**config.mk**
```make
export PLATFORM = sky130hd
export DESIGN_NAME = cwp_guard
export DESIGN_NICKNAME = d
export VERILOG_FILES = /design/src/rtl/cwp_pkg.sv /design/src/rtl/cwp_user_id.sv /design/src/rtl/cwp_guard.sv
export SDC_FILE = /design/constraint.sdc
export NUM_CORES = 1
export LEC_CHECK = 0
export BUFFER_PORTS_ARGS = -buffer_cell sky130_fd_sc_hd__clkbuf_2
export CORE_MARGIN = 3
export CORE_UTILIZATION = 55
export CTS_CLUSTER_SIZE = 28
export DETAILED_ROUTE_END_ITERATION = 8
export PLACE_DENSITY = 0.8
export SLEW_MARGIN = 10
export SYNTH_ARGS = -nofsm -noshare
export SYNTH_HDL_FRONTEND = slang
export SYNTH_SLANG_ARGS = --single-unit
```
**constraint.sdc**
```tcl
create_clock -name mclk -period 5.84 [get_ports mclk]
set_clock_uncertainty 0.2 [all_clocks]
set_input_delay 1.168 -clock mclk [delete_from_list [all_inputs] [get_ports mclk]]
set_output_delay 1.168 -clock mclk [all_outputs]
set_load 0.05 [all_outputs]
```
**src/rtl/cwp_pkg.sv**
```systemverilog
package cwp_pkg;

	// ------------------------------------------------------------
	// address spaces and widths
	// ------------------------------------------------------------
	localparam int          ADDR_W     = 16;
	localparam int          WORD_W     = 14;
	localparam int          EE_W       = 8;
	localparam logic        SPACE_PROG = 1'h0;
	localparam logic        SPACE_EE   = 1'h1;

	// user id words sit above program memory
	localparam logic [15:0] ID_BASE    = 16'h8000;
	localparam logic [15:0] ID_LAST    = 16'h8003;
	localparam int          ID_COUNT   = 4;
	localparam logic [13:0] ID_RST     = 14'h0000;

	// ------------------------------------------------------------
	// self-write guard: end of the shielded region, per size code
	// ------------------------------------------------------------
	localparam logic [1:0]  WRSZ_ALL   = 2'h0;
	localparam logic [1:0]  WRSZ_HALF  = 2'h1;
	localparam logic [1:0]  WRSZ_BOOT  = 2'h2;
	localparam logic [1:0]  WRSZ_OFF   = 2'h3;
	localparam logic [15:0] LIM_ALL    = 16'h4000;
	localparam logic [15:0] LIM_HALF   = 16'h2000;
	localparam logic [15:0] LIM_BOOT   = 16'h0200;
	localparam logic [15:0] LIM_OFF    = 16'h0000;

	// values held until the settings are captured: fully guarded
	localparam logic        GUARD_RST  = 1'h0;
	localparam logic [1:0]  WRSZ_RST   = 2'h0;

	// ------------------------------------------------------------
	// carriers
	// ------------------------------------------------------------
	typedef struct packed {
		logic        valid;
		logic        write;
		logic        space;
		logic [15:0] addr;
		logic [13:0] wdata;
	} cwp_req_t;

	typedef struct packed {
		logic        valid;
		logic        refused;
		logic [13:0] rdata;
	} cwp_rsp_t;

	typedef struct packed {
		logic        loaded;
		logic        programReadGuardN;
		logic        eepromGuardN;
		logic [1:0]  selfWriteGuardSize;
	} cwp_cfg_t;

	// where the answer of an accepted request comes from
	typedef enum logic [1:0] {
		SRC_NONE = 2'b00,
		SRC_MEM  = 2'b01,
		SRC_DENY = 2'b10,
		SRC_ID   = 2'b11
	} cwp_src_t;

	typedef struct packed {
		cwp_src_t    src;
		logic        write;
		logic        space;
		logic [1:0]  idIdx;
	} cwp_pend_t;

	typedef struct packed {
		logic [3:0][13:0] word;
	} cwp_id_state_t;

endpackage

```
**src/rtl/cwp_user_id.sv**
```systemverilog
`timescale 1ns/1ps
`default_nettype none

module cwp_user_id (
	input  wire logic        mclk,
	input  wire logic        rst_n,
	input  wire logic        wrEn,
	input  wire logic [1:0]  wrIdx,
	input  wire logic [13:0] wrData,
	input  wire logic [1:0]  rdIdxA,
	input  wire logic [1:0]  rdIdxB,
	output var  logic [13:0] rdDataA,
	output var  logic [13:0] rdDataB
);

	cwp_pkg::cwp_id_state_t s_r;
	cwp_pkg::cwp_id_state_t s_nxt;

	// one write port; the caller settles who gets it
	always_comb begin
		s_nxt = s_r;
		if (wrEn) begin
			s_nxt.word[wrIdx] = wrData;
		end
	end

	always_ff @(posedge mclk or negedge rst_n) begin
		if (!rst_n) begin
			s_r <= {cwp_pkg::ID_COUNT{cwp_pkg::ID_RST}};
		end else begin
			s_r <= s_nxt;
		end
	end

	// read ports look at stored words, so a write shows one edge later
	assign rdDataA = s_r.word[rdIdxA];
	assign rdDataB = s_r.word[rdIdxB];

endmodule

`default_nettype wire

```
**src/rtl/cwp_guard.sv**
```systemverilog
`timescale 1ns/1ps
`default_nettype none

// Contract
// program and eeprom guards act independently
// guarded program: external writes refused, reads zero
// cpu program reads never blocked by guard
// guarded eeprom: external reads and writes blocked
// cpu eeprom reads and writes always allowed; the code takes none before the settings are captured
// cpu program writes follow self-write guard only
// size field sets shielded region; others writable
// four user id words, cpu read/write
// settings captured after reset, then held
module cwp_guard (
	input  wire logic              mclk,
	input  wire logic              rst_n,
	input  wire logic              cfgProgramReadGuardN,
	input  wire logic              cfgEepromGuardN,
	input  wire logic [1:0]        cfgSelfWriteGuardSize,
	input  wire cwp_pkg::cwp_req_t extReq,
	input  wire cwp_pkg::cwp_req_t cpuReq,
	input  wire logic [13:0]       extMemRdata,
	input  wire logic [13:0]       cpuMemRdata,
	output var  cwp_pkg::cwp_req_t extMem,
	output var  cwp_pkg::cwp_req_t cpuMem,
	output var  cwp_pkg::cwp_rsp_t extRsp,
	output var  cwp_pkg::cwp_rsp_t cpuRsp
);

	// ------------------------------------------------------------
	// state
	// ------------------------------------------------------------
	typedef struct packed {
		cwp_pkg::cwp_cfg_t  cfg;
		cwp_pkg::cwp_req_t  extMem;
		cwp_pkg::cwp_req_t  cpuMem;
		cwp_pkg::cwp_pend_t extPend;
		cwp_pkg::cwp_pend_t cpuPend;
		cwp_pkg::cwp_rsp_t  extRsp;
		cwp_pkg::cwp_rsp_t  cpuRsp;
	} cwp_state_t;

	cwp_state_t       s_r;
	cwp_state_t       s_nxt;
	cwp_pkg::cwp_src_t srcExt;
	cwp_pkg::cwp_src_t srcCpu;
	logic             idWe;
	logic [1:0]       idWrIdx;
	logic [13:0]      idWrData;
	logic [13:0]      idDataExt;
	logic [13:0]      idDataCpu;

	// ------------------------------------------------------------
	// helpers
	// ------------------------------------------------------------
	function automatic logic isId(input cwp_pkg::cwp_req_t r);
		return r.space == cwp_pkg::SPACE_PROG &&
			r.addr >= cwp_pkg::ID_BASE && r.addr <= cwp_pkg::ID_LAST;
	endfunction

	// end of the shielded region, counted from address zero
	// region size decode
	function automatic logic [15:0] wrLimit(input logic [1:0] sz);
		logic [15:0] lim;
		lim = cwp_pkg::LIM_OFF;
		case (sz)
			cwp_pkg::WRSZ_ALL:  lim = cwp_pkg::LIM_ALL;
			cwp_pkg::WRSZ_HALF: lim = cwp_pkg::LIM_HALF;
			cwp_pkg::WRSZ_BOOT: lim = cwp_pkg::LIM_BOOT;
			default:            lim = cwp_pkg::LIM_OFF;
		endcase
		return lim;
	endfunction

	// decide where a request goes; nothing is taken before capture
	function automatic cwp_pkg::cwp_src_t classify(
		input cwp_pkg::cwp_req_t r,
		input logic              fromCpu,
		input cwp_pkg::cwp_cfg_t c
	);
		cwp_pkg::cwp_src_t v;
		v = cwp_pkg::SRC_MEM;
		if (!r.valid || !c.loaded) begin
			v = cwp_pkg::SRC_NONE;
		end else if (isId(r)) begin
			v = cwp_pkg::SRC_ID;
		end else if (fromCpu) begin
			// cpu eeprom never guarded
			// self-write check
			if (r.space == cwp_pkg::SPACE_PROG && r.write &&
				r.addr < wrLimit(c.selfWriteGuardSize)) begin
				v = cwp_pkg::SRC_DENY;
			end
		end else if (r.space == cwp_pkg::SPACE_PROG) begin
			// external program guard
			if (!c.programReadGuardN) begin
				v = cwp_pkg::SRC_DENY;
			end
		end else if (!c.eepromGuardN) begin
			// eeprom guard alone decides
			v = cwp_pkg::SRC_DENY;
		end
		return v;
	endfunction

	// answer data; eeprom words are narrower than program words
	function automatic cwp_pkg::cwp_rsp_t answer(
		input cwp_pkg::cwp_pend_t p,
		input logic [13:0]        memData,
		input logic [13:0]        idData
	);
		cwp_pkg::cwp_rsp_t a;
		a = '0;
		a.valid   = p.src != cwp_pkg::SRC_NONE;
		a.refused = p.src == cwp_pkg::SRC_DENY;
		if (!p.write && p.src == cwp_pkg::SRC_MEM) begin
			a.rdata = (p.space == cwp_pkg::SPACE_EE) ?
				{6'h00, memData[7:0]} : memData;
		end else if (!p.write && p.src == cwp_pkg::SRC_ID) begin
			a.rdata = idData;
		end
		return a;
	endfunction

	// ------------------------------------------------------------
	// user id store
	// ------------------------------------------------------------
	cwp_user_id u_id (
		.mclk    (mclk),
		.rst_n   (rst_n),
		.wrEn    (idWe),
		.wrIdx   (idWrIdx),
		.wrData  (idWrData),
		.rdIdxA  (s_r.extPend.idIdx),
		.rdIdxB  (s_r.cpuPend.idIdx),
		.rdDataA (idDataExt),
		.rdDataB (idDataCpu)
	);

	// ------------------------------------------------------------
	// next state
	// ------------------------------------------------------------
	always_comb begin
		s_nxt  = s_r;
		srcCpu = classify(cpuReq, 1'h1, s_r.cfg);
		srcExt = classify(extReq, 1'h0, s_r.cfg);
		// one id write per cycle, cpu first
		if (srcExt == cwp_pkg::SRC_ID && extReq.write &&
			srcCpu == cwp_pkg::SRC_ID && cpuReq.write) begin
			srcExt = cwp_pkg::SRC_DENY;
		end
		idWe     = 1'h0;
		idWrIdx  = extReq.addr[1:0];
		idWrData = extReq.wdata;
		if (srcCpu == cwp_pkg::SRC_ID && cpuReq.write) begin
			idWe     = 1'h1;
			idWrIdx  = cpuReq.addr[1:0];
			idWrData = cpuReq.wdata;
		end else if (srcExt == cwp_pkg::SRC_ID && extReq.write) begin
			idWe = 1'h1;
		end
		// capture settings once, first edge after reset
		if (!s_r.cfg.loaded) begin
			s_nxt.cfg.loaded             = 1'h1;
			s_nxt.cfg.programReadGuardN  = cfgProgramReadGuardN;
			s_nxt.cfg.eepromGuardN       = cfgEepromGuardN;
			s_nxt.cfg.selfWriteGuardSize = cfgSelfWriteGuardSize;
		end
		// after capture, cpu path reaches memory unless self-write blocks it or the address is a user id word
		s_nxt.cpuMem = (srcCpu == cwp_pkg::SRC_MEM) ? cpuReq : '0;
		s_nxt.extMem = (srcExt == cwp_pkg::SRC_MEM) ? extReq : '0;
		s_nxt.cpuPend = {srcCpu, cpuReq.write, cpuReq.space,
			cpuReq.addr[1:0]};
		s_nxt.extPend = {srcExt, extReq.write, extReq.space,
			extReq.addr[1:0]};
		// refused answers carry zero data
		s_nxt.extRsp = answer(s_r.extPend, extMemRdata, idDataExt);
		s_nxt.cpuRsp = answer(s_r.cpuPend, cpuMemRdata, idDataCpu);
	end

	// register the whole state; guards start fully closed
	always_ff @(posedge mclk or negedge rst_n) begin
		if (!rst_n) begin
			s_r <= '0;
			s_r.cfg.programReadGuardN  <= cwp_pkg::GUARD_RST;
			s_r.cfg.eepromGuardN       <= cwp_pkg::GUARD_RST;
			s_r.cfg.selfWriteGuardSize <= cwp_pkg::WRSZ_RST;
		end else begin
			s_r <= s_nxt;
		end
	end

	assign extMem = s_r.extMem;
	assign cpuMem = s_r.cpuMem;
	assign extRsp = s_r.extRsp;
	assign cpuRsp = s_r.cpuRsp;

	logic extProg;
	logic extEe;
	logic cpuProg;
	logic cpuEe;
	logic cpuBelow;
	assign extProg  = extReq.valid && !isId(extReq) && s_r.cfg.loaded &&
		extReq.space == cwp_pkg::SPACE_PROG;
	assign extEe    = extReq.valid && s_r.cfg.loaded &&
		extReq.space == cwp_pkg::SPACE_EE;
	assign cpuProg  = cpuReq.valid && !isId(cpuReq) && s_r.cfg.loaded &&
		cpuReq.space == cwp_pkg::SPACE_PROG;
	assign cpuEe    = cpuReq.valid && s_r.cfg.loaded &&
		cpuReq.space == cwp_pkg::SPACE_EE;
	assign cpuBelow = cpuReq.addr < wrLimit(s_r.cfg.selfWriteGuardSize);
endmodule

`default_nettype wire

```
==> metrics.md, run 1 <==
| Metric | Value |
|---|---|
| Total number of vias | 5,699 |
| Final weighted congestion of routability-driven global placement | 0.884 |
| Final setup viols | 0 |
| DRC violation count after routing | 0 |
| Proportion of synthesized flip-flops having asynchronous set or reset | 1.00 |
| Post-Syn Area per Cell | 12.0 sq um |
| Number of gates resized after cts | 0 |
| Inserted Diodes | 0 |
| Area grow syn2layout | 11.0% |
| Per-cell via count in the routed design | 5.89 |
| Post-route antenna net violation count | 0 |
| Reg2reg start | s_r[111] |
| Clock group share of total power | 0.431 |
| Logic pwr share | 0.100 |
| Leakage power | 0.00450 uW |
| Critical register-to-register path endpoint | cpuMem[6] |
| Width of the chip | 128 um |
| Count of flip-flops with a built-in enable after synthesis | 0 |
| Kind of critical path | in -> reg |
| Largest voltage drop on the vdd net | 0.000208 V |
| Startpoint kind of the worst setup timing path | input pin |
| Most frequently used flop master after synthesis | sky130_fd_sc_hd__dfrtp_1 |
| Count of max-cap constraint violations | 0 |
| Final-layout setup total negative slack | 0 ps |
| First-pass GRT wire length | 32.5 mm |
| Fraction of the yosys area taken by sequential cells | 0.520 |
| Syn_nets | 791 |
| Most frequent cells in the layout | 196 x sky130_fd_sc_hd__clkbuf_2, 171 x sky130_fd_sc_hd__dfrtp_1, 76 x sky130_fd_sc_hd__nor2_1, 46 x sky130_fd_sc_hd__and2_1, 42 x sky130_fd_sc_hd__o22ai_1 |
| Final period utilization | 0.541 |
| Crit end category | flop |
| Buffer depth of the longest clock path | 2 |
| Site Rows | 44 |
| Number of flip-flops and latches in the synthesized netlist | 171 |
| Net total in the final layout | 874 |
| Initial standard-cell utilization of the core | 0.565 |
| Power Internal | 1970 uW |
| Status | completed |
| Sequential share of power | 0.469 |
| Via count of the first global-routing pass | 5,911 |
| CTS tree | built |
| Number of buffers added by the clock tree synthesis step | 17 |
| Maximum fanout count along the critical path | 26 |
| Pin count of the biggest net entering global routing | 77 |
| Simple-gate share of the synthesized area | 0.142 |
| Fraction of final layout cells sized beyond drive strength 1 | 0.397 |
| Leftover overflow at the end of global routing | 0 |
| Warnings from Yosys | 0 |
| Unique masters post-synth | 47 |
| Total of buffers placed on input and output ports | 197 |
| Height of the die | 128 um |
| Slack of the worst reg-to-reg path | 3190 ps |
| Fraction of synthesized cell area in xor and xnor cells | 0 |
| Number of buffers added for setup after CTS | 0 |
| Switch share | 0.253 |
| Worst endpoint required time | 5980 ps |
| Total of fill cells in the finished design | 1,121 |
| Die Area | 0.0165 sq mm |
| Clock sink count | 171 |
| Unrepaired setup endpoints after global routing | false |
| Hold Path Class | reg -> reg |
| Worst-path clk slew | 60 ps |
| Hold-fix buffers, CTS | 0 |
| Worst R2R Path Depth | 7 |
| Insertion delay of the later-clocked pin in the worst-skew pair | 430 ps |
| Switching power summed over all nets | 669 uW |
| Achievable clock frequency | 316 MHz |
| 1st-iter DRT viols | 502 |
| Post-DR wirelength/cell | 21.3 um |
| DRT Pass-1 Iters | 5 |
| Antenna violations before repair | 0 |
| Fin util | 0.627 |
| Multiplexer share of the synthesized area | 0.103 |
| Count of final hold-check violations | 0 |
| Aggregate routed wire length | 20.6 mm |
| Main combinational cell family by area after synthesis | simple AND/OR/NAND/NOR gates |
| Core outline area | 0.0146 sq mm |
| Placed instance area | 0.00855 sq mm |
| Overall Global Routing Usage | 0.258 |
| IO Count | 198 |
| Most common cell after layout, fill and taps aside | sky130_fd_sc_hd__clkbuf_2 |
| Max transition margin | 0.249 |
| Tmin final | 3160 ps |
| Compound-Gate Fraction of Synth Area | 0.116 |
| Final-report max-slew violation count | 0 |
| Timing startpoint of the critical path | cpuReq[28] |
| Cell Area, Synth | 0.00824 sq mm |
| Summed area of non-filler cells in the final layout | 0.00914 sq mm |
| Post-DP HPWL | 14.9 mm |
| H-tree levels | 4 |
| Power density relative to cell area | 289 mW/mm^2 |
| Gate Count Post-Synth | 689 |
| Timing endpoint of the critical path | u_id.s_r[30] |
| Root buffer cell | sky130_fd_sc_hd__clkbuf_16 |
| Adder-cell share of the synthesized area | 0.00304 |
| CP Data Arrival Time | 3300 ps |
| Transition at the pin with the smallest max-transition slack | 1130 ps |
[cells by family (layout without fill, tap and decap cells)]
logic type,Yosys count,count (layout)
compound gates,135,135
simple gates,191,191
mux,49,49
other cells,1,1
buf+inv,140,235
flops,171,171
fa+ha+maj,2,2
[power groups by stage]
| stage | logic (uW) | registers (uW) | clock network, uW |
|---|---|---|---|
| CTS | 266 | 1240 | 1150 |
| detailed placement | 264 | 1260 | 0 |
| floorplan | 188 | 1240 | 0 |
| finish | 264 | 1240 | 1140 |
| global route | 283 | 1240 | 1210 |
| global placement | 259 | 1260 | 0 |
[synthesized netlist by cell type, types with 6 or more instances]
cell type | n | area (sq um)
sky130_fd_sc_hd__a22oi_1 | 6 | 45.0
sky130_fd_sc_hd__mux2i_1 | 16 | 160
sky130_fd_sc_hd__clkbuf_1 | 18 | 67.6
sky130_fd_sc_hd__buf_4 | 107 | 803
sky130_fd_sc_hd__nor2_1 | 76 | 285
sky130_fd_sc_hd__dfrtp_1 | 171 | 4280
sky130_fd_sc_hd__o22a_1 | 14 | 123
sky130_fd_sc_hd__and3_1 | 21 | 131
sky130_fd_sc_hd__buf_2 | 6 | 30.0
sky130_fd_sc_hd__a21oi_1 | 31 | 155
sky130_fd_sc_hd__o22ai_1 | 42 | 263
sky130_fd_sc_hd__o21a_1 | 14 | 105
sky130_fd_sc_hd__nand2_1 | 6 | 22.5
sky130_fd_sc_hd__mux4_2 | 28 | 631
sky130_fd_sc_hd__a21oi_2 | 20 | 175
sky130_fd_sc_hd__nor3b_1 | 7 | 52.6
sky130_fd_sc_hd__and2_1 | 46 | 288
[critical path, stage by stage]
cell and delay, ps:
sky130_fd_sc_hd__clkbuf_2 110, sky130_fd_sc_hd__nor3_1 400, sky130_fd_sc_hd__nand4_4 440, sky130_fd_sc_hd__nor4_4 900, sky130_fd_sc_hd__nor2_1 100, sky130_fd_sc_hd__a21oi_1 190
[final cells by class]
class | instances | area [sq um] | share of cell area
Multi-Input combinational cell | 378 | 3010 | 0.329
Timing Repair Buffer | 200 | 1010 | 0.111
Tap cell | 184 | 230 | 0.0252
Sequential cell | 171 | 4280 | 0.468
Inverter | 4 | 15.0 | 0.00164
Clock inverter | 11 | 146 | 0.0160
Clock buffer | 20 | 447 | 0.0489
[how the worst min path moves through the flow]
stage / slack, ps / from / cells after the start / to
after floorplan: 220 / s_r[36] / 1 / cpuRsp[14]
after global placement: 230 / s_r[36] / 1 / cpuRsp[14]
after detailed placement: 240 / s_r[42] / 1 / extRsp[14]
after CTS: 250 / s_r[42] / 1 / extRsp[14]
after global routing: 280 / s_r[42] / 1 / extRsp[14]
final: 250 / s_r[42] / 1 / extRsp[14]
[flip-flops by register name (all words and copies together) (netlist names)]
name and cells:
cpuMem 33, cpuRsp 16, extMem 33, extRsp 16
s_r 17, u_id.s_r 56
[per-stage QoR]
stage	hold WS [ps]	power, uW	instances	setup WS [ps]
final	247	2640	968	2680
after global routing	280	2730	968	2540
after CTS	252	2650	968	2730
after detailed placement	244	1530	937	2280
after global placement	229	1520	937	2340
after floorplan	217	1430	689	3030
[layer usage]
layer  GRT usage  part of all wire  vias up  routed length, um
li1            -                 -     2509                  -
met4       0.100             0.028        0                575
met2       0.392              0.47      335               9590
met1       0.358              0.41     2806               8390
met5           0                 0        -                  0
met3      0.0706             0.099       49               2040
Note: power is estimated with default switching activity, not from simulation.
==> inputs of run 2 (changes only) <==
--- a/config.mk
+++ b/config.mk
@@ -7,10 +7,10 @@
 export LEC_CHECK = 0
 export BUFFER_PORTS_ARGS = -buffer_cell sky130_fd_sc_hd__clkbuf_2
 export CORE_MARGIN = 3
-export CORE_UTILIZATION = 55
+export CORE_UTILIZATION = 49
 export CTS_CLUSTER_SIZE = 28
 export DETAILED_ROUTE_END_ITERATION = 8
-export PLACE_DENSITY = 0.8
+export PLACE_DENSITY = 0.75
 export SLEW_MARGIN = 10
 export SYNTH_ARGS = -nofsm -noshare
 export SYNTH_HDL_FRONTEND = slang
==> constraint.sdc (replaced) <==
create_clock -name mclk -period 2.9 [get_ports mclk]
set_clock_uncertainty 0.2 [all_clocks]
set_input_delay 0.58 -clock mclk [delete_from_list [all_inputs] [get_ports mclk]]
set_output_delay 0.58 -clock mclk [all_outputs]
set_load 0.05 [all_outputs]
==> run 2 against run 1 <==
Non-clock buffer count rose by 18. Worst setup slack lost 2200 ps. Flip-flop and latch count did not move. Via count decreased by 1.6%. Highest routed layer unchanged. Sequential share of layout area shrank 0.87 points. Sequential power is 100% higher. Largest cell class unchanged. First-iteration DRC count decreased by 23%. Critical path type is now reg -> reg. Combinational power up 110%.
==> metrics.md, run 2 (synthesized netlist as in run 1, its figures left out) <==
| Metric | Value |
|---|---|
| Met3 Resource Use GR | 0.0613 |
| Worst endpoint required time | 3020 ps |
| Total number of vias | 5,608 |
| Power density relative to cell area | 552 mW/mm^2 |
| Antenna violations before repair | 0 |
| Critical Path Slowest Stage Cell | sky130_fd_sc_hd__nor4b_1 |
| Net total in the final layout | 892 |
| Register Area | 0.00428 sq mm |
| Clock sink count | 171 |
| Kind of critical path | reg -> reg |
| Worst R2R Path Depth | 5 |
| Hold Path Class | in -> reg |
| Final setup viols | 0 |
| Setup ws final | 516 ps |
| Critical path cell sequence | or2_2 > ha_1 > nor4b_1 > a21oi_4 > and3_1 |
| IO Count | 198 |
| Number of buffers added for setup after CTS | 0 |
| Count of max-cap constraint violations | 0 |
| Global-route track usage on met1 | 0.310 |
| Unrepaired setup endpoints after global routing | false |
| Achievable clock frequency | 419 MHz |
| Via count of the first global-routing pass | 5,746 |
| DRC violation count after routing | 0 |
| Met2 Usage GRT | 0.342 |
| Post-DR wirelength/cell | 19.5 um |
| Flip-flop count of the largest register after layout | 56 |
| Crit end category | flop |
| Final-layout setup total negative slack | 0 ps |
| Site Rows | 46 |
| Max transition margin | 0.452 |
| Final period utilization | 0.822 |
| Post-route antenna net violation count | 0 |
| Height of the die | 136 um |
| Register with the most flip-flops | u_id.s_r |
| Insertion delay of the later-clocked pin in the worst-skew pair | 430 ps |
| Grt peak-use layer | met2 |
| Total of buffers placed on input and output ports | 197 |
| Status | completed |
| Initial standard-cell utilization of the core | 0.509 |
| CTS tree | built |
| 1st-iter DRT viols | 385 |
| Tmin final | 2380 ps |
| Largest stage delay, worst path | 560 ps |
| Count of final hold-check violations | 0 |
| Fin util | 0.576 |
| Fraction of final layout cells sized beyond drive strength 1 | 0.410 |
| Die Area | 0.0184 sq mm |
| Total of fill cells in the finished design | 1,346 |
| Number of buffers added by the clock tree synthesis step | 17 |
| Transition at the pin with the smallest max-transition slack | 822 ps |
| Post-DP HPWL | 14.2 mm |
| Leftover overflow at the end of global routing | 0 |
| Startpoint kind of the worst setup timing path | flop |
| Buffer depth of the longest clock path | 2 |
| Aggregate routed wire length | 19.8 mm |
| Worst Setup Slack post-DPL | 174 ps |
| Area grow syn2layout | 13.1% |
| Instance count along the most critical hold path | 1 |
| Leakage power | 0.00457 uW |
| Root buffer cell | sky130_fd_sc_hd__clkbuf_16 |
| Final-report max-slew violation count | 0 |
| Per-cell via count in the routed design | 5.50 |
| Worst-path clk slew | 70 ps |
| Width of the chip | 136 um |
| CP Data Arrival Time | 2500 ps |
| Most common cell after layout, fill and taps aside | sky130_fd_sc_hd__clkbuf_2 |
| Largest voltage drop on the vdd net | 0.000388 V |
| Pin count of the biggest net entering global routing | 88 |
| Inserted Diodes | 0 |
| Final weighted congestion of routability-driven global placement | 0.840 |
| PnR Total Power | 5140 uW |
| Hold-fix buffers, CTS | 1 |
| DRT Pass-1 Iters | 5 |
| Maximum fanout count along the critical path | 32 |
| Core outline area | 0.0162 sq mm |
| Multi-input gate area | 0.00302 sq mm |
| First-pass GRT wire length | 31.4 mm |
| Overall Global Routing Usage | 0.222 |
| Number of gates resized after cts | 0 |
| Tightest hold margin | 118 ps |
| Most frequent cells in the layout | 196 x sky130_fd_sc_hd__clkbuf_2, 171 x sky130_fd_sc_hd__dfrtp_1, 76 x sky130_fd_sc_hd__nor2_1, 46 x sky130_fd_sc_hd__and2_1, 42 x sky130_fd_sc_hd__o22ai_1 |
| H-tree levels | 4 |
## run 2: area by class of cell
cell class | instances | share of cell area
inverters | 4 | 0.00161
repair buffers | 218 | 0.128
flip-flops and latches | 171 | 0.459
multi-input cells | 378 | 0.324
well taps | 216 | 0.0290
clock buffers | 19 | 0.0465
clock inverters | 13 | 0.0118
## run 2: stage by stage
step	instances	cell area (sq um)
finish	1019	9310
global placement	986	8750
global route	1019	9310
CTS	1019	9310
floorplan	689	8240
detailed placement	986	8750
## run 2: worst max-delay path: cells and delay by family (launching register included)
| family | cells | cell delay [ps] |
|---|---|---|
| DFF | 1 | 400 |
| AOI/OAI and AO/OA | 1 | 330 |
| adders and majority gates | 1 | 180 |
| and+or+nand+nor | 3 | 1150 |
## run 2: power by group
| part | internal (uW) | total, uW | switching (uW) |
|---|---|---|---|
| sequential | 2440 | 2480 | 40.9 |
| combinational | 164 | 544 | 380 |
| clock | 1120 | 2110 | 995 |
| total | 3730 | 5140 | 1420 |
## run 2: path summary, 6_finish.rpt
| kind | from | end | slack [ps] |
|---|---|---|---|
| min reg2reg | s_r[42] | extRsp[14] | 240 |
| max | s_r[111] | cpuMem[5] | 520 |
| max in group asynchronous | rst_n | u_id.s_r[5] | 1390 |
| min in group asynchronous | rst_n | extMem[32] | 370 |
| min | cpuReq[30] | s_r[34] | 120 |
| max reg2reg | s_r[111] | cpuMem[5] | 520 |
## run 2: metal layers
metal  share of wire  up-vias  wire (um)
met4           0.017        0        334
li1                -     2560          -
met5               0        -          0
met1            0.41     2742       8210
met2            0.47      278       9340
met3           0.098       28       1950
==> inputs of run 3 (changes only) <==
--- a/config.mk
+++ b/config.mk
@@ -7,10 +7,10 @@
 export LEC_CHECK = 0
 export BUFFER_PORTS_ARGS = -buffer_cell sky130_fd_sc_hd__clkbuf_2
 export CORE_MARGIN = 3
-export CORE_UTILIZATION = 49
+export CORE_UTILIZATION = 54
 export CTS_CLUSTER_SIZE = 28
 export DETAILED_ROUTE_END_ITERATION = 8
-export PLACE_DENSITY = 0.75
+export PLACE_DENSITY = 0.78
 export SLEW_MARGIN = 10
 export SYNTH_ARGS = -nofsm -noshare
 export SYNTH_HDL_FRONTEND = slang
==> constraint.sdc (replaced) <==
create_clock -name mclk -period 2.2 [get_ports mclk]
set_clock_uncertainty 0.2 [all_clocks]
set_input_delay 0.44 -clock mclk [delete_from_list [all_inputs] [get_ports mclk]]
set_output_delay 0.44 -clock mclk [all_outputs]
set_load 0.05 [all_outputs]
==> run 3 against run 2 <==
Worst hold slack got worse by 81 ps. Via count is 6.0% higher. Utilization grew 7.9 points. Sequential share of layout area down 1.7 points. Worst setup slack lost 410 ps. Non-clock buffer count increased by 25. Flip-flop and latch count did not move. Clock power grew 38%. Die area decreased by 8.9%. Wire length increased by 8.9%. First-iteration DRC count grew 62%. Global-route usage is 4.2 points higher.
==> metrics.md, run 3 (synthesized netlist as in run 1, its figures left out) <==
| Metric | Value |
|---|---|
| Per-cell via count in the routed design | 5.88 |
| Final setup viols | 0 |
| Fraction of final layout cells sized beyond drive strength 1 | 0.426 |
| Number of buffers added by the clock tree synthesis step | 17 |
| PnR Total Power | 6950 uW |
| Aggregate routed wire length | 21.6 mm |
| DRC violation count after routing | 0 |
| Worst endpoint required time | 2310 ps |
| CTS tree | built |
| Core outline area | 0.0148 sq mm |
| Logic pwr share | 0.112 |
| Via count of the first global-routing pass | 6,209 |
| H-tree levels | 4 |
| Reg2reg start | s_r[111] |
| IO Count | 198 |
| Worst-path clk slew | 60 ps |
| Post-route non-filler standard cell count | 1,012 |
| Multi-input gate area | 0.00301 sq mm |
| Hold Path Class | in -> reg |
| Unrepaired setup endpoints after global routing | false |
| Total number of vias | 5,946 |
| Die Area | 0.0168 sq mm |
| Switch share | 0.264 |
| Critical Path Slowest Stage Cell | sky130_fd_sc_hd__dlygate4sd3_1 |
| Clock group share of total power | 0.420 |
| Transition at the pin with the smallest max-transition slack | 813 ps |
| Met3 Resource Use GR | 0.0833 |
| Gate family responsible for the most delay along the worst path | buffers and inverters |
| Post-DR wirelength/cell | 21.3 um |
| Number of buffers added for setup after CTS | 0 |
| Summed area of non-filler cells in the final layout | 0.00966 sq mm |
| Number of gates resized after cts | 0 |
| Grt peak-use layer | met2 |
| Post-route antenna net violation count | 0 |
| Width of the chip | 130 um |
| Final-layout setup total negative slack | 0 ps |
| Final period utilization | 0.951 |
| Net total in the final layout | 917 |
| Total of buffers placed on input and output ports | 197 |
| Flip-flop count of the largest register after layout | 56 |
| Largest stage delay, worst path | 520 ps |
| Timing startpoint of the critical path | extReq[31] |
| Placed instance area | 0.00904 sq mm |
| Most frequent cells in the layout | 196 x sky130_fd_sc_hd__clkbuf_2, 171 x sky130_fd_sc_hd__dfrtp_1, 76 x sky130_fd_sc_hd__nor2_1, 46 x sky130_fd_sc_hd__and2_1, 42 x sky130_fd_sc_hd__o22ai_1 |
| Maximum fanout count along the critical path | 11 |
| Achievable clock frequency | 478 MHz |
| Global-route track usage on met1 | 0.354 |
| Total of fill cells in the finished design | 1,097 |
| Initial standard-cell utilization of the core | 0.558 |
| Worst min-delay path startpoint | extReq[29] |
| First-pass GRT wire length | 33.6 mm |
| Tmin final | 2090 ps |
| Insertion delay of the later-clocked pin in the worst-skew pair | 430 ps |
| Buffer depth of the longest clock path | 2 |
| Sequential share of power | 0.468 |
| Placed insts | 976 |
| DRT Pass-1 Iters | 6 |
| Combined buffer and inverter count along the critical path | 3 |
| Pin count of the biggest net entering global routing | 56 |
| Largest voltage drop on the vdd net | 0.000488 V |
| Kind of critical path | in -> reg |
| Tightest hold margin | 36.9 ps |
| Area grow syn2layout | 17.3% |
| Clock sink count | 171 |
| Leftover overflow at the end of global routing | 0 |
| Power Internal | 5120 uW |
| Power density relative to cell area | 719 mW/mm^2 |
| Met2 Usage GRT | 0.417 |
| Max transition margin | 0.458 |
| Register Area | 0.00428 sq mm |
| Critical path cell sequence | dlygate4sd3_1 > clkbuf_2 > nand3_1 > a2111o_2 > buf_12 > o22a_1 > o21a_1 |
| Crit end category | flop |
| Register with the most flip-flops | u_id.s_r |
| Height of the die | 130 um |
| 1st-iter DRT viols | 622 |
| Site Rows | 44 |
| Leakage power | 0.00478 uW |
| Startpoint kind of the worst setup timing path | input pin |
| Most common cell after layout, fill and taps aside | sky130_fd_sc_hd__clkbuf_2 |
| Overall Global Routing Usage | 0.264 |
| CP Data Arrival Time | 2210 ps |
| Final weighted congestion of routability-driven global placement | 0.894 |
| Post-DP HPWL | 15.3 mm |
| Inserted Diodes | 0 |
| Count of max-cap constraint violations | 0 |
| Antenna violations before repair | 0 |
| Root buffer cell | sky130_fd_sc_hd__clkbuf_16 |
| Status | completed |
| Final-report max-slew violation count | 0 |
| Switching power summed over all nets | 1830 uW |
| Count of final hold-check violations | 0 |
-- run 3: cell type report --
| cell class | instances | area share |
|---|---|---|
| clock buffer | 20 | 0.0483 |
| clock inverter | 12 | 0.0119 |
| inverter | 4 | 0.00155 |
| multi-input combinational | 378 | 0.311 |
| sequential | 171 | 0.443 |
| tap | 184 | 0.0238 |
| timing repair buffer | 243 | 0.160 |
-- run 3: worst register-to-register path, delay by kind of cell (launching register included) --
family	cells	cell delay, ps
AOI/OAI and AO/OA	1	60
and+or+nand+nor	3	750
DFF	1	400
buffers and inverters	2	360
adders and majority gates	1	180
-- run 3: layer usage --
| layer | wire (um) | share of wire | up-vias |
|---|---|---|---|
| li1 | - | - | 2603 |
| met4 | 343 | 0.016 | 0 |
| met1 | 8550 | 0.40 | 2952 |
| met2 | 10400 | 0.48 | 351 |
| met3 | 2340 | 0.11 | 40 |
| met5 | 0 | 0 | - |
-- run 3: timing repair --
item	CTS	global route
setup endpoints to repair	0	0
hold buffers	4	0
hold endpoints to repair	44	0
-- run 3: path summary, 6_finish.rpt --
path | end | slack [ps] | cells past startpoint
min reg2reg | extRsp[14] | 260 | 1
max in group asynchronous | cpuMem[16] | 840 | 3
min in group asynchronous | extMem[28] | 290 | 2
max reg2reg | cpuMem[31] | 130 | 7
max | u_id.s_r[44] | 110 | 7
min | extMem[29] | 40 | 2
-- run 3: through the flow --
step	worst slack (ps)	util
detailed placement	-152	0.613
finish	108	0.655
CTS	127	0.655
global route	45.0	0.655
global placement	-115	0.613
floorplan	122	-
-- run 3: power groups by stage --
stage	Clock (uW)	Combinational [uW]	Sequential, uW
2_1_floorplan	0	500	3300
3_3_place_gp	0	750	3310
3_5_place_dp	0	767	3310
4_1_cts	2960	777	3250
5_1_grt	3100	831	3260
6_report	2920	776	3250
